===== src/hdl/tbod_defs.svh =====
// Constants for the touch button output driver.
// Assumes a 25 MHz system clock; included by bare name.
`ifndef TBOD_DEFS_SVH
`define TBOD_DEFS_SVH
// ==========================================================
// Sizes
`define TBOD_NBTN        10
`define TBOD_CLK_HZ      25000000
// ==========================================================
// Timing, in ms as printed, and derived cycle counts
`define TBOD_PULSE_MS    5
`define TBOD_DLY_NORM_MS 350
`define TBOD_DLY_HIGH_MS 1000
`define TBOD_MS_CYC      ((`TBOD_CLK_HZ) / 1000)
`define TBOD_PULSE_CYC   (`TBOD_PULSE_MS * `TBOD_MS_CYC)
`define TBOD_DLY_NORM_CYC (`TBOD_DLY_NORM_MS * `TBOD_MS_CYC)
`define TBOD_DLY_HIGH_CYC (`TBOD_DLY_HIGH_MS * `TBOD_MS_CYC)
// ==========================================================
// Reset levels and counter width
`define TBOD_OUT_OFF     1'h1
`define TBOD_HOST_OFF    1'h0
`define TBOD_CNT_W       25
`endif


===== src/hdl/tbod_pkg.sv =====
// Types for the touch button output driver.
// Assumes tbod_defs.svh is visible to the compile.
`include "tbod_defs.svh"
package tbod_pkg;
  typedef logic [`TBOD_NBTN-1:0]  tbod_vec_t;
  typedef logic [`TBOD_CNT_W-1:0] tbod_cnt_t;
  typedef enum logic [1:0] {
    TBOD_WAIT  = 2'h0,
    TBOD_PULSE = 2'h1,
    TBOD_RUN   = 2'h2
  } tbod_phase_t;
endpackage


===== src/hdl/tbod_sync.sv =====
// Three-stage input synchroniser with agreement filter.
// Assumes inputs are asynchronous to clk_sys.
`timescale 1ns/10ps
`include "tbod_defs.svh"
module tbod_sync
  import tbod_pkg::*;
(
  input  wire logic      clk_sys,
  input  wire logic      srst,
  input  wire tbod_vec_t din,
  output tbod_vec_t      dout
);
  typedef struct packed {
    tbod_vec_t s1;
    tbod_vec_t s2;
    tbod_vec_t s3;
    tbod_vec_t q;
  } tbod_sync_st_t;
  tbod_sync_st_t st;
  tbod_sync_st_t next_st;
  // ==========================================================
  // Stage chain; s1 feeds only s2
  always_comb begin
    next_st    = st;
    next_st.s1 = din;
    next_st.s2 = st.s1;
    next_st.s3 = st.s2;
    // Change accepted only when stages two and three agree
    for (int i = 0; i < `TBOD_NBTN; i++) begin
      if (st.s2[i] == st.s3[i]) begin
        next_st.q[i] = st.s3[i];
      end
    end
  end
  always_ff @(posedge clk_sys) begin
    if (srst) begin
      st <= '0;
    end else begin
      st <= next_st;
    end
  end
  assign dout = st.q;
endmodule


===== src/hdl/tbod_top.sv =====
// Touch button output driver: ten touch inputs onto ten
// active-low indicator outputs, plus host outputs and attention.
// Assumes touch status, diag result and host writes arrive as
// levels/pulses; touch inputs are asynchronous pins.
`timescale 1ns/10ps
`include "tbod_defs.svh"
module tbod_top
  import tbod_pkg::*;
(
  input  wire logic      clk_sys,
  input  wire logic      srst,
  input  wire logic      external_reset_in,
  input  wire tbod_vec_t touch_input,
  input  wire tbod_vec_t input_grounded,
  input  wire tbod_vec_t diag_fail,
  input  wire logic      high_noise,
  input  wire tbod_vec_t toggle_en_wdata,
  input  wire logic      toggle_en_we,
  input  wire logic      host_out_wdata_0,
  input  wire logic      host_out_wdata_1,
  input  wire logic      host_out_we,
  input  wire logic      status_read,
  output tbod_vec_t      indicator_output,
  output logic           host_driven_output_0,
  output logic           host_driven_output_1,
  output logic           attention,
  output tbod_vec_t      latched_status
);
  typedef struct packed {
    tbod_phase_t phase;
    tbod_cnt_t   cnt;
    tbod_vec_t   toggle_en;
    tbod_vec_t   toggle_state;
    tbod_vec_t   touch_prev;
    tbod_vec_t   latch;
    tbod_vec_t   ind;
    logic        host0;
    logic        host1;
    logic        attn;
    logic        xr_s1;
    logic        xr_s2;
    logic        xr_s3;
    logic        xr;
  } tbod_st_t;

  tbod_st_t  st;
  tbod_st_t  next_st;
  tbod_vec_t touch_sync;
  tbod_vec_t rise;
  logic      dev_rst;

  // ==========================================================
  // Input synchronisers
  tbod_sync u_sync (
    .clk_sys (clk_sys),
    .srst    (srst),
    .din     (touch_input),
    .dout    (touch_sync)
  );

  assign dev_rst = srst | st.xr;
  assign rise    = touch_sync & ~st.touch_prev & ~input_grounded;

  // Cycle count for the selected power-up delay
  function automatic tbod_cnt_t dly_cyc(input logic hi);
    dly_cyc = hi ? tbod_cnt_t'(`TBOD_DLY_HIGH_CYC) : tbod_cnt_t'(`TBOD_DLY_NORM_CYC);
  endfunction

  // ==========================================================
  // Next-state logic
  always_comb begin
    next_st = st;
    // External reset pin filtered like any pin; s1 feeds only s2
    next_st.xr_s1 = external_reset_in;
    next_st.xr_s2 = st.xr_s1;
    next_st.xr_s3 = st.xr_s2;
    if (st.xr_s2 == st.xr_s3) begin
      next_st.xr = st.xr_s3;
    end
    next_st.touch_prev = touch_sync;
    if (toggle_en_we) begin
      next_st.toggle_en = toggle_en_wdata;
    end
    if (host_out_we) begin
      next_st.host0 = host_out_wdata_0;
      next_st.host1 = host_out_wdata_1;
    end
    next_st.toggle_state = st.toggle_state ^ (rise & st.toggle_en);
    // Read clears, new event wins over clear
    next_st.latch = (status_read ? '0 : st.latch) | rise;
    next_st.attn = |next_st.latch;
    next_st.ind  = '1;
    unique case (st.phase)
      TBOD_WAIT: begin
        if (st.cnt >= dly_cyc(high_noise) - tbod_cnt_t'(1)) begin
          next_st.cnt   = '0;
          next_st.phase = (|(diag_fail & ~input_grounded)) ? TBOD_PULSE : TBOD_RUN;
        end else begin
          next_st.cnt = st.cnt + tbod_cnt_t'(1);
        end
      end
      TBOD_PULSE: begin
        // Single 5 ms low pulse on failed outputs
        next_st.ind = ~(diag_fail & ~input_grounded);
        if (st.cnt >= tbod_cnt_t'(`TBOD_PULSE_CYC) - tbod_cnt_t'(1)) begin
          next_st.phase = TBOD_RUN;
          next_st.cnt   = '0;
          next_st.ind   = '1;
        end else begin
          next_st.cnt = st.cnt + tbod_cnt_t'(1);
        end
      end
      TBOD_RUN: begin
        // Each ungrounded output active low from its own input or toggle state; grounded ones held off
        for (int i = 0; i < `TBOD_NBTN; i++) begin
          if (input_grounded[i]) begin
            next_st.ind[i] = `TBOD_OUT_OFF;
          end else if (st.toggle_en[i]) begin
            next_st.ind[i] = ~next_st.toggle_state[i];
          end else begin
            next_st.ind[i] = ~touch_sync[i];
          end
        end
      end
      default: begin
        next_st.phase = TBOD_RUN;
      end
    endcase
  end

  // ==========================================================
  // State register; pin reset clears it except the pin filter; u_sync clears on srst only
  always_ff @(posedge clk_sys) begin
    if (dev_rst) begin
      st       <= '0;
      st.ind   <= '1;
      st.host0 <= `TBOD_HOST_OFF;
      st.host1 <= `TBOD_HOST_OFF;
      // Keep the pin filter alive so the reset can release
      st.xr_s1 <= external_reset_in & ~srst;
      st.xr_s2 <= srst ? 1'h0 : st.xr_s1;
      st.xr_s3 <= srst ? 1'h0 : st.xr_s2;
      st.xr    <= srst ? 1'h0 : ((st.xr_s2 == st.xr_s3) ? st.xr_s3 : st.xr);
    end else begin
      st <= next_st;
    end
  end

  assign indicator_output     = st.ind;
  assign host_driven_output_0 = st.host0;
  assign host_driven_output_1 = st.host1;
  assign attention            = st.attn;
  assign latched_status       = st.latch;

  // ==========================================================
  // Checks
  property p_latch_hold;
    @(posedge clk_sys) disable iff (dev_rst)
      (rise != '0) |=> ((st.latch & $past(rise)) == $past(rise));
  endproperty
  a_latch_hold: assert property (p_latch_hold)
    else $error("touch event not latched");

  property p_attn;
    @(posedge clk_sys) disable iff (dev_rst)
      (rise != '0) |=> attention;
  endproperty
  a_attn: assert property (p_attn)
    else $error("attention missing after touch");

  property p_host;
    @(posedge clk_sys) disable iff (dev_rst)
      host_out_we |=> (host_driven_output_0 == $past(host_out_wdata_0))
        && (host_driven_output_1 == $past(host_out_wdata_1));
  endproperty
  a_host: assert property (p_host)
    else $error("host output not written");

  property p_ground;
    @(posedge clk_sys) disable iff (dev_rst)
      (st.phase == TBOD_RUN && input_grounded != '0)
        |=> ((indicator_output & $past(input_grounded)) == $past(input_grounded));
  endproperty
  a_ground: assert property (p_ground)
    else $error("grounded input drove output");

  property p_direct;
    @(posedge clk_sys) disable iff (dev_rst)
      (st.phase == TBOD_RUN && !st.toggle_en[0] && !input_grounded[0])
        |=> (indicator_output[0] == ~$past(touch_sync[0]));
  endproperty
  a_direct: assert property (p_direct)
    else $error("output 0 not active low of touch");

  property p_toggle;
    @(posedge clk_sys) disable iff (dev_rst)
      (rise[0] && st.toggle_en[0]) |=> (st.toggle_state[0] != $past(st.toggle_state[0]));
  endproperty
  a_toggle: assert property (p_toggle)
    else $error("toggle did not invert");

  property p_toggle_en;
    @(posedge clk_sys) disable iff (dev_rst)
      toggle_en_we |=> (st.toggle_en == $past(toggle_en_wdata));
  endproperty
  a_toggle_en: assert property (p_toggle_en)
    else $error("toggle enable not stored");

  // Counter must advance and stay under the pulse length, so the pulse ends in time
  property p_pulse_end;
    @(posedge clk_sys) disable iff (dev_rst)
      (st.phase == TBOD_PULSE) |=> (st.phase == TBOD_RUN)
        || ((st.cnt == $past(st.cnt) + tbod_cnt_t'(1))
        && (st.cnt < tbod_cnt_t'(`TBOD_PULSE_CYC)));
  endproperty
  a_pulse_end: assert property (p_pulse_end)
    else $error("fault pulse too long");

  property p_reset;
    @(posedge clk_sys)
      srst |=> (indicator_output == '1) && !host_driven_output_0
        && !host_driven_output_1 && (st.toggle_state == '0);
  endproperty
  a_reset: assert property (p_reset)
    else $error("reset state wrong");
endmodule


===== config.mk =====
export PLATFORM = sky130hd
export DESIGN_NAME = tbod_top
export DESIGN_NICKNAME = d
export VERILOG_FILES = /design/src/hdl/tbod_pkg.sv /design/src/hdl/tbod_sync.sv /design/src/hdl/tbod_top.sv
export VERILOG_INCLUDE_DIRS = /design/src /design/src/hdl
export SDC_FILE = /design/constraint.sdc
export NUM_CORES = 1
export LEC_CHECK = 0
export ABC_AREA = 1
export BUFFER_PORTS_ARGS = -buffer_cell sky130_fd_sc_hd__buf_2
export CAP_MARGIN = 20
export CORE_MARGIN = 1.5
export CORE_UTILIZATION = 50
export DETAILED_ROUTE_END_ITERATION = 12
export PLACE_DENSITY_LB_ADDON = 0.25
export SLEW_MARGIN = 40
export SYNTH_ARGS = -nofsm -noshare
export SYNTH_HDL_FRONTEND = slang
export SYNTH_HIERARCHICAL = 1
export SYNTH_SLANG_ARGS = --single-unit

===== constraint.sdc =====
create_clock -name clk_sys -period 1.6 [get_ports clk_sys]
set_input_delay 0.16 -clock clk_sys [delete_from_list [all_inputs] [get_ports clk_sys]]
set_output_delay 0.16 -clock clk_sys [all_outputs]
set_load 0.02 [all_outputs]

# After elaboration in Yosys (flattened, before gate mapping)
# Cells that the tools add are included.
# classes
add_sub_neg	2
multipliers	0
div	0
magnitude_cmp	2
eq_ne	15
n_shift	0
n_mux	36
bitwise_logic	33
n_reduce_logical	5
# op_table
cell	count
25-bit two-way mux	3
25-bit one-hot mux with 2 select lines	1
10-bit bitwise AND	4
10-bit inverter	3
25-bit by 1-bit adder with 25-bit output, second input constant	1
25-bit by 17-bit greater-or-equal comparator with 1-bit output, second input constant	1
25-bit greater-or-equal comparator	1
25-bit by 1-bit subtractor with 25-bit output, second input constant	1
1-bit two-way mux	24
1-bit inverter	22
10-bit two-way mux	2
10-bit one-hot mux with 2 select lines	1
10-bit OR reduction	2
1-bit == test	11
10-bit OR	1
10-bit XOR	1
2-bit two-way mux	3
2-bit one-hot mux with 3 select lines	1
4-bit two-way mux	1
2-bit inequality test, second input constant	2
3-bit AND reduction	1
2-bit by 1-bit == test with 1-bit output, second input constant	1
2-bit == test, second input constant	1
2-bit logical NOT	1
other kinds (3)	3
# totals
regBits	124
latchBits	0
ramBits	0
mem_bits_ro	0
inputBits	49
out_inout_bits	23
word_cells	120
n_memories	0

# Longest topological paths before layout
# depth
ltp_word	9
mapped_depth	14
ltp_nobuf	14

# By module
# The synthesis kept the hierarchy.
# modules_own_cells
module	instances	cells_each	area_per_inst_um2	seq_area_each_um2
tbod_top	1	620	4434.3	1681.6
tbod_sync	1	144	1265.0	800.8

# Least setup slack after synthesis
# No wires, ideal clock.
# synth_timing
path_kind	input port to flip-flop
startpoint	input port high_noise
endpoint	register st[80] (netlist name)
setup_ps	58
arrival_time_ps	1618
required_ps	1542
slack_ps	-76
cell_stages	11
path_buffers	1
cell_sequence	inv_1 -> ha_1 -> a21o_1 -> nor2_1 -> nand2_1 -> a21oi_1 -> nand4_2 -> nand3_4 -> buf_6 -> nand3_1 -> inv_1
# synth_via
elab_chain_len	5
# synth_rtl
item	line	source
start, declared	tbod_top.sv:16	input wire logic high_noise,
25-bit two-way mux	tbod_top.sv:66	dly_cyc = hi ? tbod_cnt_t'(`TBOD_DLY_HIGH_CYC) : tbod_cnt_t'(`TBOD_DLY_NORM_CYC);
25-bit by 1-bit subtractor with 25-bit output	tbod_top.sv:95	if (st.cnt >= dly_cyc(high_noise) - tbod_cnt_t'(1)) begin
25-bit greater-or-equal comparator	tbod_top.sv:95	
25-bit two-way mux	tbod_top.sv:95	
25-bit one-hot mux with 2 select lines	tbod_top.sv:93	unique case (st.phase)
end signal, assigned	tbod_top.sv:145	st <= next_st;
end, declared	tbod_top.sv:46	tbod_st_t st;
# No other way between the ends.
# A chain may end at the register's enable or synchronous reset.

# Final worst setup path
# layout_timing
startpoint	register st[77] (netlist name)
endpoint	register st[78] (netlist name)
# layout_via
elab_chain_len	3
word_cells_on_any_way	6
cone_classes	add/sub (1); order compare (2); mux (3)
# layout_rtl
item	line
25-bit by 1-bit adder with 25-bit output (tied with other cells)	tbod_top.sv:99, tbod_top.sv:110
25-bit two-way mux (on tied branches)	tbod_top.sv:105, tbod_top.sv:95
25-bit one-hot mux with 2 select lines *	tbod_top.sv:93
# Every way passes the cells marked *; elsewhere a longest branch is shown, timed or not.

==> impl_metrics.env <==
export IMPL_ys_async_sr_fraction=0
export IMPL_synth_fa_ha_area_frac=0.0417
export IMPL_syn_area_um2=5700
export IMPL_start_util=0.519
export IMPL_register_area_um2=2510
export IMPL_synth_top_flop_cell="dfxtp_1"
export IMPL_fmax_ghz=0.553
export IMPL_yosys_warnings=6
export IMPL_antenna_cells=0
export IMPL_die_h_um=110
export IMPL_synthMuxAreaShare=0
export IMPL_dr_first_iter_drc_count=454
export IMPL_violations="negative setup slack"
export IMPL_synth_top_cells_by_count="nor2_1, dfxtp_1, inv_1"
export IMPL_drtPass1Iterations=6
export IMPL_hold_viol_final=0
export IMPL_yosysMostFrequentCell="nor2_1"
export IMPL_core_area_um2=11000
export IMPL_synthCells=764
export IMPL_crit_type="flip-flop to flip-flop"
export IMPL_grt_pass1_vias=5043
export IMPL_ir_worst_vdd_uv=1020
export IMPL_syn_avg_cell_area_um2=7.46
export IMPL_drive_above_1_share=0.295
export IMPL_path_common_cell="nand2_1"
export IMPL_grt_usage=0.255
export IMPL_syn2layout_area_growth_pct=33.7
export IMPL_power_total_w=0.00848
export IMPL_max_cap_violations=0
export IMPL_ant_nets=0
export IMPL_critPathMaxStageDelay_ns=0.34
export IMPL_dp_slack_ns=-0.515
export IMPL_antenna_found_initial=0
export IMPL_cts_buffer_depth=2
export IMPL_cts_tree="built"
export IMPL_critical_path_startpoint_type="flip-flop"
export IMPL_synth_top_family_by_area="simple AND/OR/NAND/NOR gates"
export IMPL_crit_fanout=14
export IMPL_relSlewSlack=0.643
export IMPL_grt_start_max_net_pins=36
export IMPL_hold_class="primary input to flip-flop"
export IMPL_vias_per_cell=5.07
export IMPL_io_pins=72
export IMPL_period_needed_ns=1.81
export IMPL_crit_path_end_kind="flip-flop"
export IMPL_yosys_area_share_simple=0.246
export IMPL_crit_buf_inv=2
export IMPL_drt_total_wl_um=14900
export IMPL_tightest_slew_ns=0.522
export IMPL_fin_crit_sh=1.13
export IMPL_multiInputGateArea_um2=2790
export IMPL_rsz0062_at_grt="yes"
export IMPL_syn_nets=832
export IMPL_power_density_nw_per_um2=1110
export IMPL_path_clk_slew_ns=0.06
export IMPL_arrival_ns=2.11
export IMPL_drv_slew=0
export IMPL_drc=0
export IMPL_die_area_um2=12000
export IMPL_synth_area_leaders="dfxtp_1, nor2_1, inv_1"
export IMPL_worstPathRequired_ns=1.91
export IMPL_num_vias=5321
export IMPL_whs_ns=0.00658
export IMPL_cts_sinks=124
export IMPL_grt_remaining_overflow=0
export IMPL_power_leakage_nw=3.41
export IMPL_numCtsBuffers=17
export IMPL_status="complete, but fails checks"
export IMPL_synth_top_cell_area_share=0.436
export IMPL_synth_edf_count=0
export IMPL_synth_xor_area_frac=0.0384
export IMPL_final_setup_worst_slack_ns=-0.208
export IMPL_grt_pass1_wl_um=23400
export IMPL_cp_top_family="simple AND/OR/NAND/NOR gates"
export IMPL_synth_top_cell_by_area="dfxtp_1"
export IMPL_yosysSeqAreaShare=0.436
export IMPL_nets=965
export IMPL_ys_seq_elements=124
export IMPL_synth_cell_types=38
export IMPL_fillerInstances=870
export IMPL_globalplace_congestion=0.945
export IMPL_synth_compound_area_frac=0.101
export IMPL_cts_root_buffer="clkbuf_16"
export IMPL_finalSetupViolCount=27
export IMPL_htreeDepth=4
export IMPL_skew_ns=0.00483
export IMPL_final_core_util=0.694
export IMPL_io_buffers=71
export IMPL_dp_hpwl_um=10200
export IMPL_slowest_stage="dfxtp_2"
export IMPL_die_width_um=110
export IMPL_num_rows=38
export IMPL_crit_chain="ha_4, nand2_2, nor3_2, nand2_1, nor2_1, nand2_1, nand4_2, nand3_4, buf_12, nand3_1, inv_1"
export IMPL_clk_latency_ns=0.41
export IMPL_wire_per_inst_um=14.2
[cells by family (layout without fill, tap and decap cells)]
kind of cell / Yosys count / after routing
AOI/OAI and AO/OA: 105 / 105
xor gates and xnor gates: 25 / 25
DFF: 124 / 124
and+or+nand+nor: 319 / 320
buffers and inverters: 172 / 317
adders and majority gates: 19 / 19
[area by class of cell]
cell class	instances	area share
Clock inverter	12	0.0179
Tap cell	140	0.0230
Multi-Input combinational cell	469	0.366
Inverter	129	0.0645
Clock buffer	20	0.0599
Sequential cell	124	0.329
Timing Repair Buffer	156	0.140
[power by group]
part           switching (W)  internal (W)  leakage (nW)
clock network        0.00144       0.00239         0.283
logic               0.000737      0.000528          2.10
registers           0.000105       0.00328          1.02
total                0.00228       0.00620          3.41
[layer usage]
| layer | part of all wire | track usage | vias to the layer above |
|---|---|---|---|
| met5 | 0 | 0 | - |
| met4 | 0.018 | 0.0872 | 0 |
| met2 | 0.46 | 0.400 | 190 |
| li1 | - | - | 2650 |
| met1 | 0.46 | 0.345 | 2451 |
| met3 | 0.067 | 0.0593 | 30 |
[cells in the final DEF (no fill, tap or decap), drive strengths merged]
master / netlist / layout
clkbuf: 3 / 20
o21a: 1 / 1
nor2: 132 / 132
a31oi: 1 / 1
nor4: 3 / 3
dlygate4sd3: 0 / 18
xor2: 24 / 24
buf: 40 / 138
o31ai: 3 / 3
ha: 19 / 19
bufinv: 0 / 2
o21ai: 37 / 37
dfxtp: 124 / 124
clkinv: 2 / 6
o211ai: 10 / 10
nor3: 15 / 15
nand4: 20 / 20
o22ai: 4 / 4
nand3: 25 / 25
clkinvlp: 0 / 4
nand2: 123 / 124
xnor2: 1 / 1
inv: 127 / 129
a21oi: 47 / 47
a2111oi: 1 / 1
or2: 1 / 1
a21o: 1 / 1
[worst register-to-register path, stage by stage, from the launching register on]
cell	delay [ns]
dfxtp_2	0.34
ha_4	0.28
nand2_2	0.06
nor3_2	0.15
nand2_1	0.09
nor2_1	0.12
nand2_1	0.10
nand4_2	0.15
nand3_4	0.12
buf_12	0.17
nand3_1	0.08
inv_1	0.04
[what timing repair did]
action / CTS / global route
pin swaps: 10 / 7
buffers inserted: 11 / 0
gates cloned: 1 / 0
hold buffers: 18 / 0
hold endpoints to repair: 18 / 0
endpoints found under the setup margin: 37 / 37
gates resized for setup: 59 / 41
[flip-flops by register name (all words and copies together), names as in the netlist]
name,cells
next_st,2
u_sync/st,10
u_sync/dout,10
indicator_output,10
host_driven_output_0,1
latched_status,10
attention,1
u_sync/next_st,20
st,59
host_driven_output_1,1
[final timing paths]
check / endpoint / slack, ns / startpoint / cells past startpoint
worst max-delay path: st[78]$_SDFFE_PN0P_ / -0.21 / st[77]$_SDFFE_PN0P_ / 11
worst min-delay path: host_driven_output_0$_SDFFE_PN0P_ / 0.007 / host_out_wdata_0 / 3
worst max register to register: st[78]$_SDFFE_PN0P_ / -0.21 / st[77]$_SDFFE_PN0P_ / 11
worst min register to register: u_sync/next_st[12]$_SDFF_PP0_ / 0.40 / u_sync/next_st[22]$_SDFF_PP0_ / 2
[stage by stage]
step	instance area [µm²]	std cells	setup TNS, ns
floorplan	5700	764	-0.925
global placement	6360	988	-10.56
detailed placement	6360	988	-12.64
CTS	7510	1050	-2.90
global route	7620	1050	-7.38
finish	7620	1050	-4.86
(Power assumes the default switching activity.)
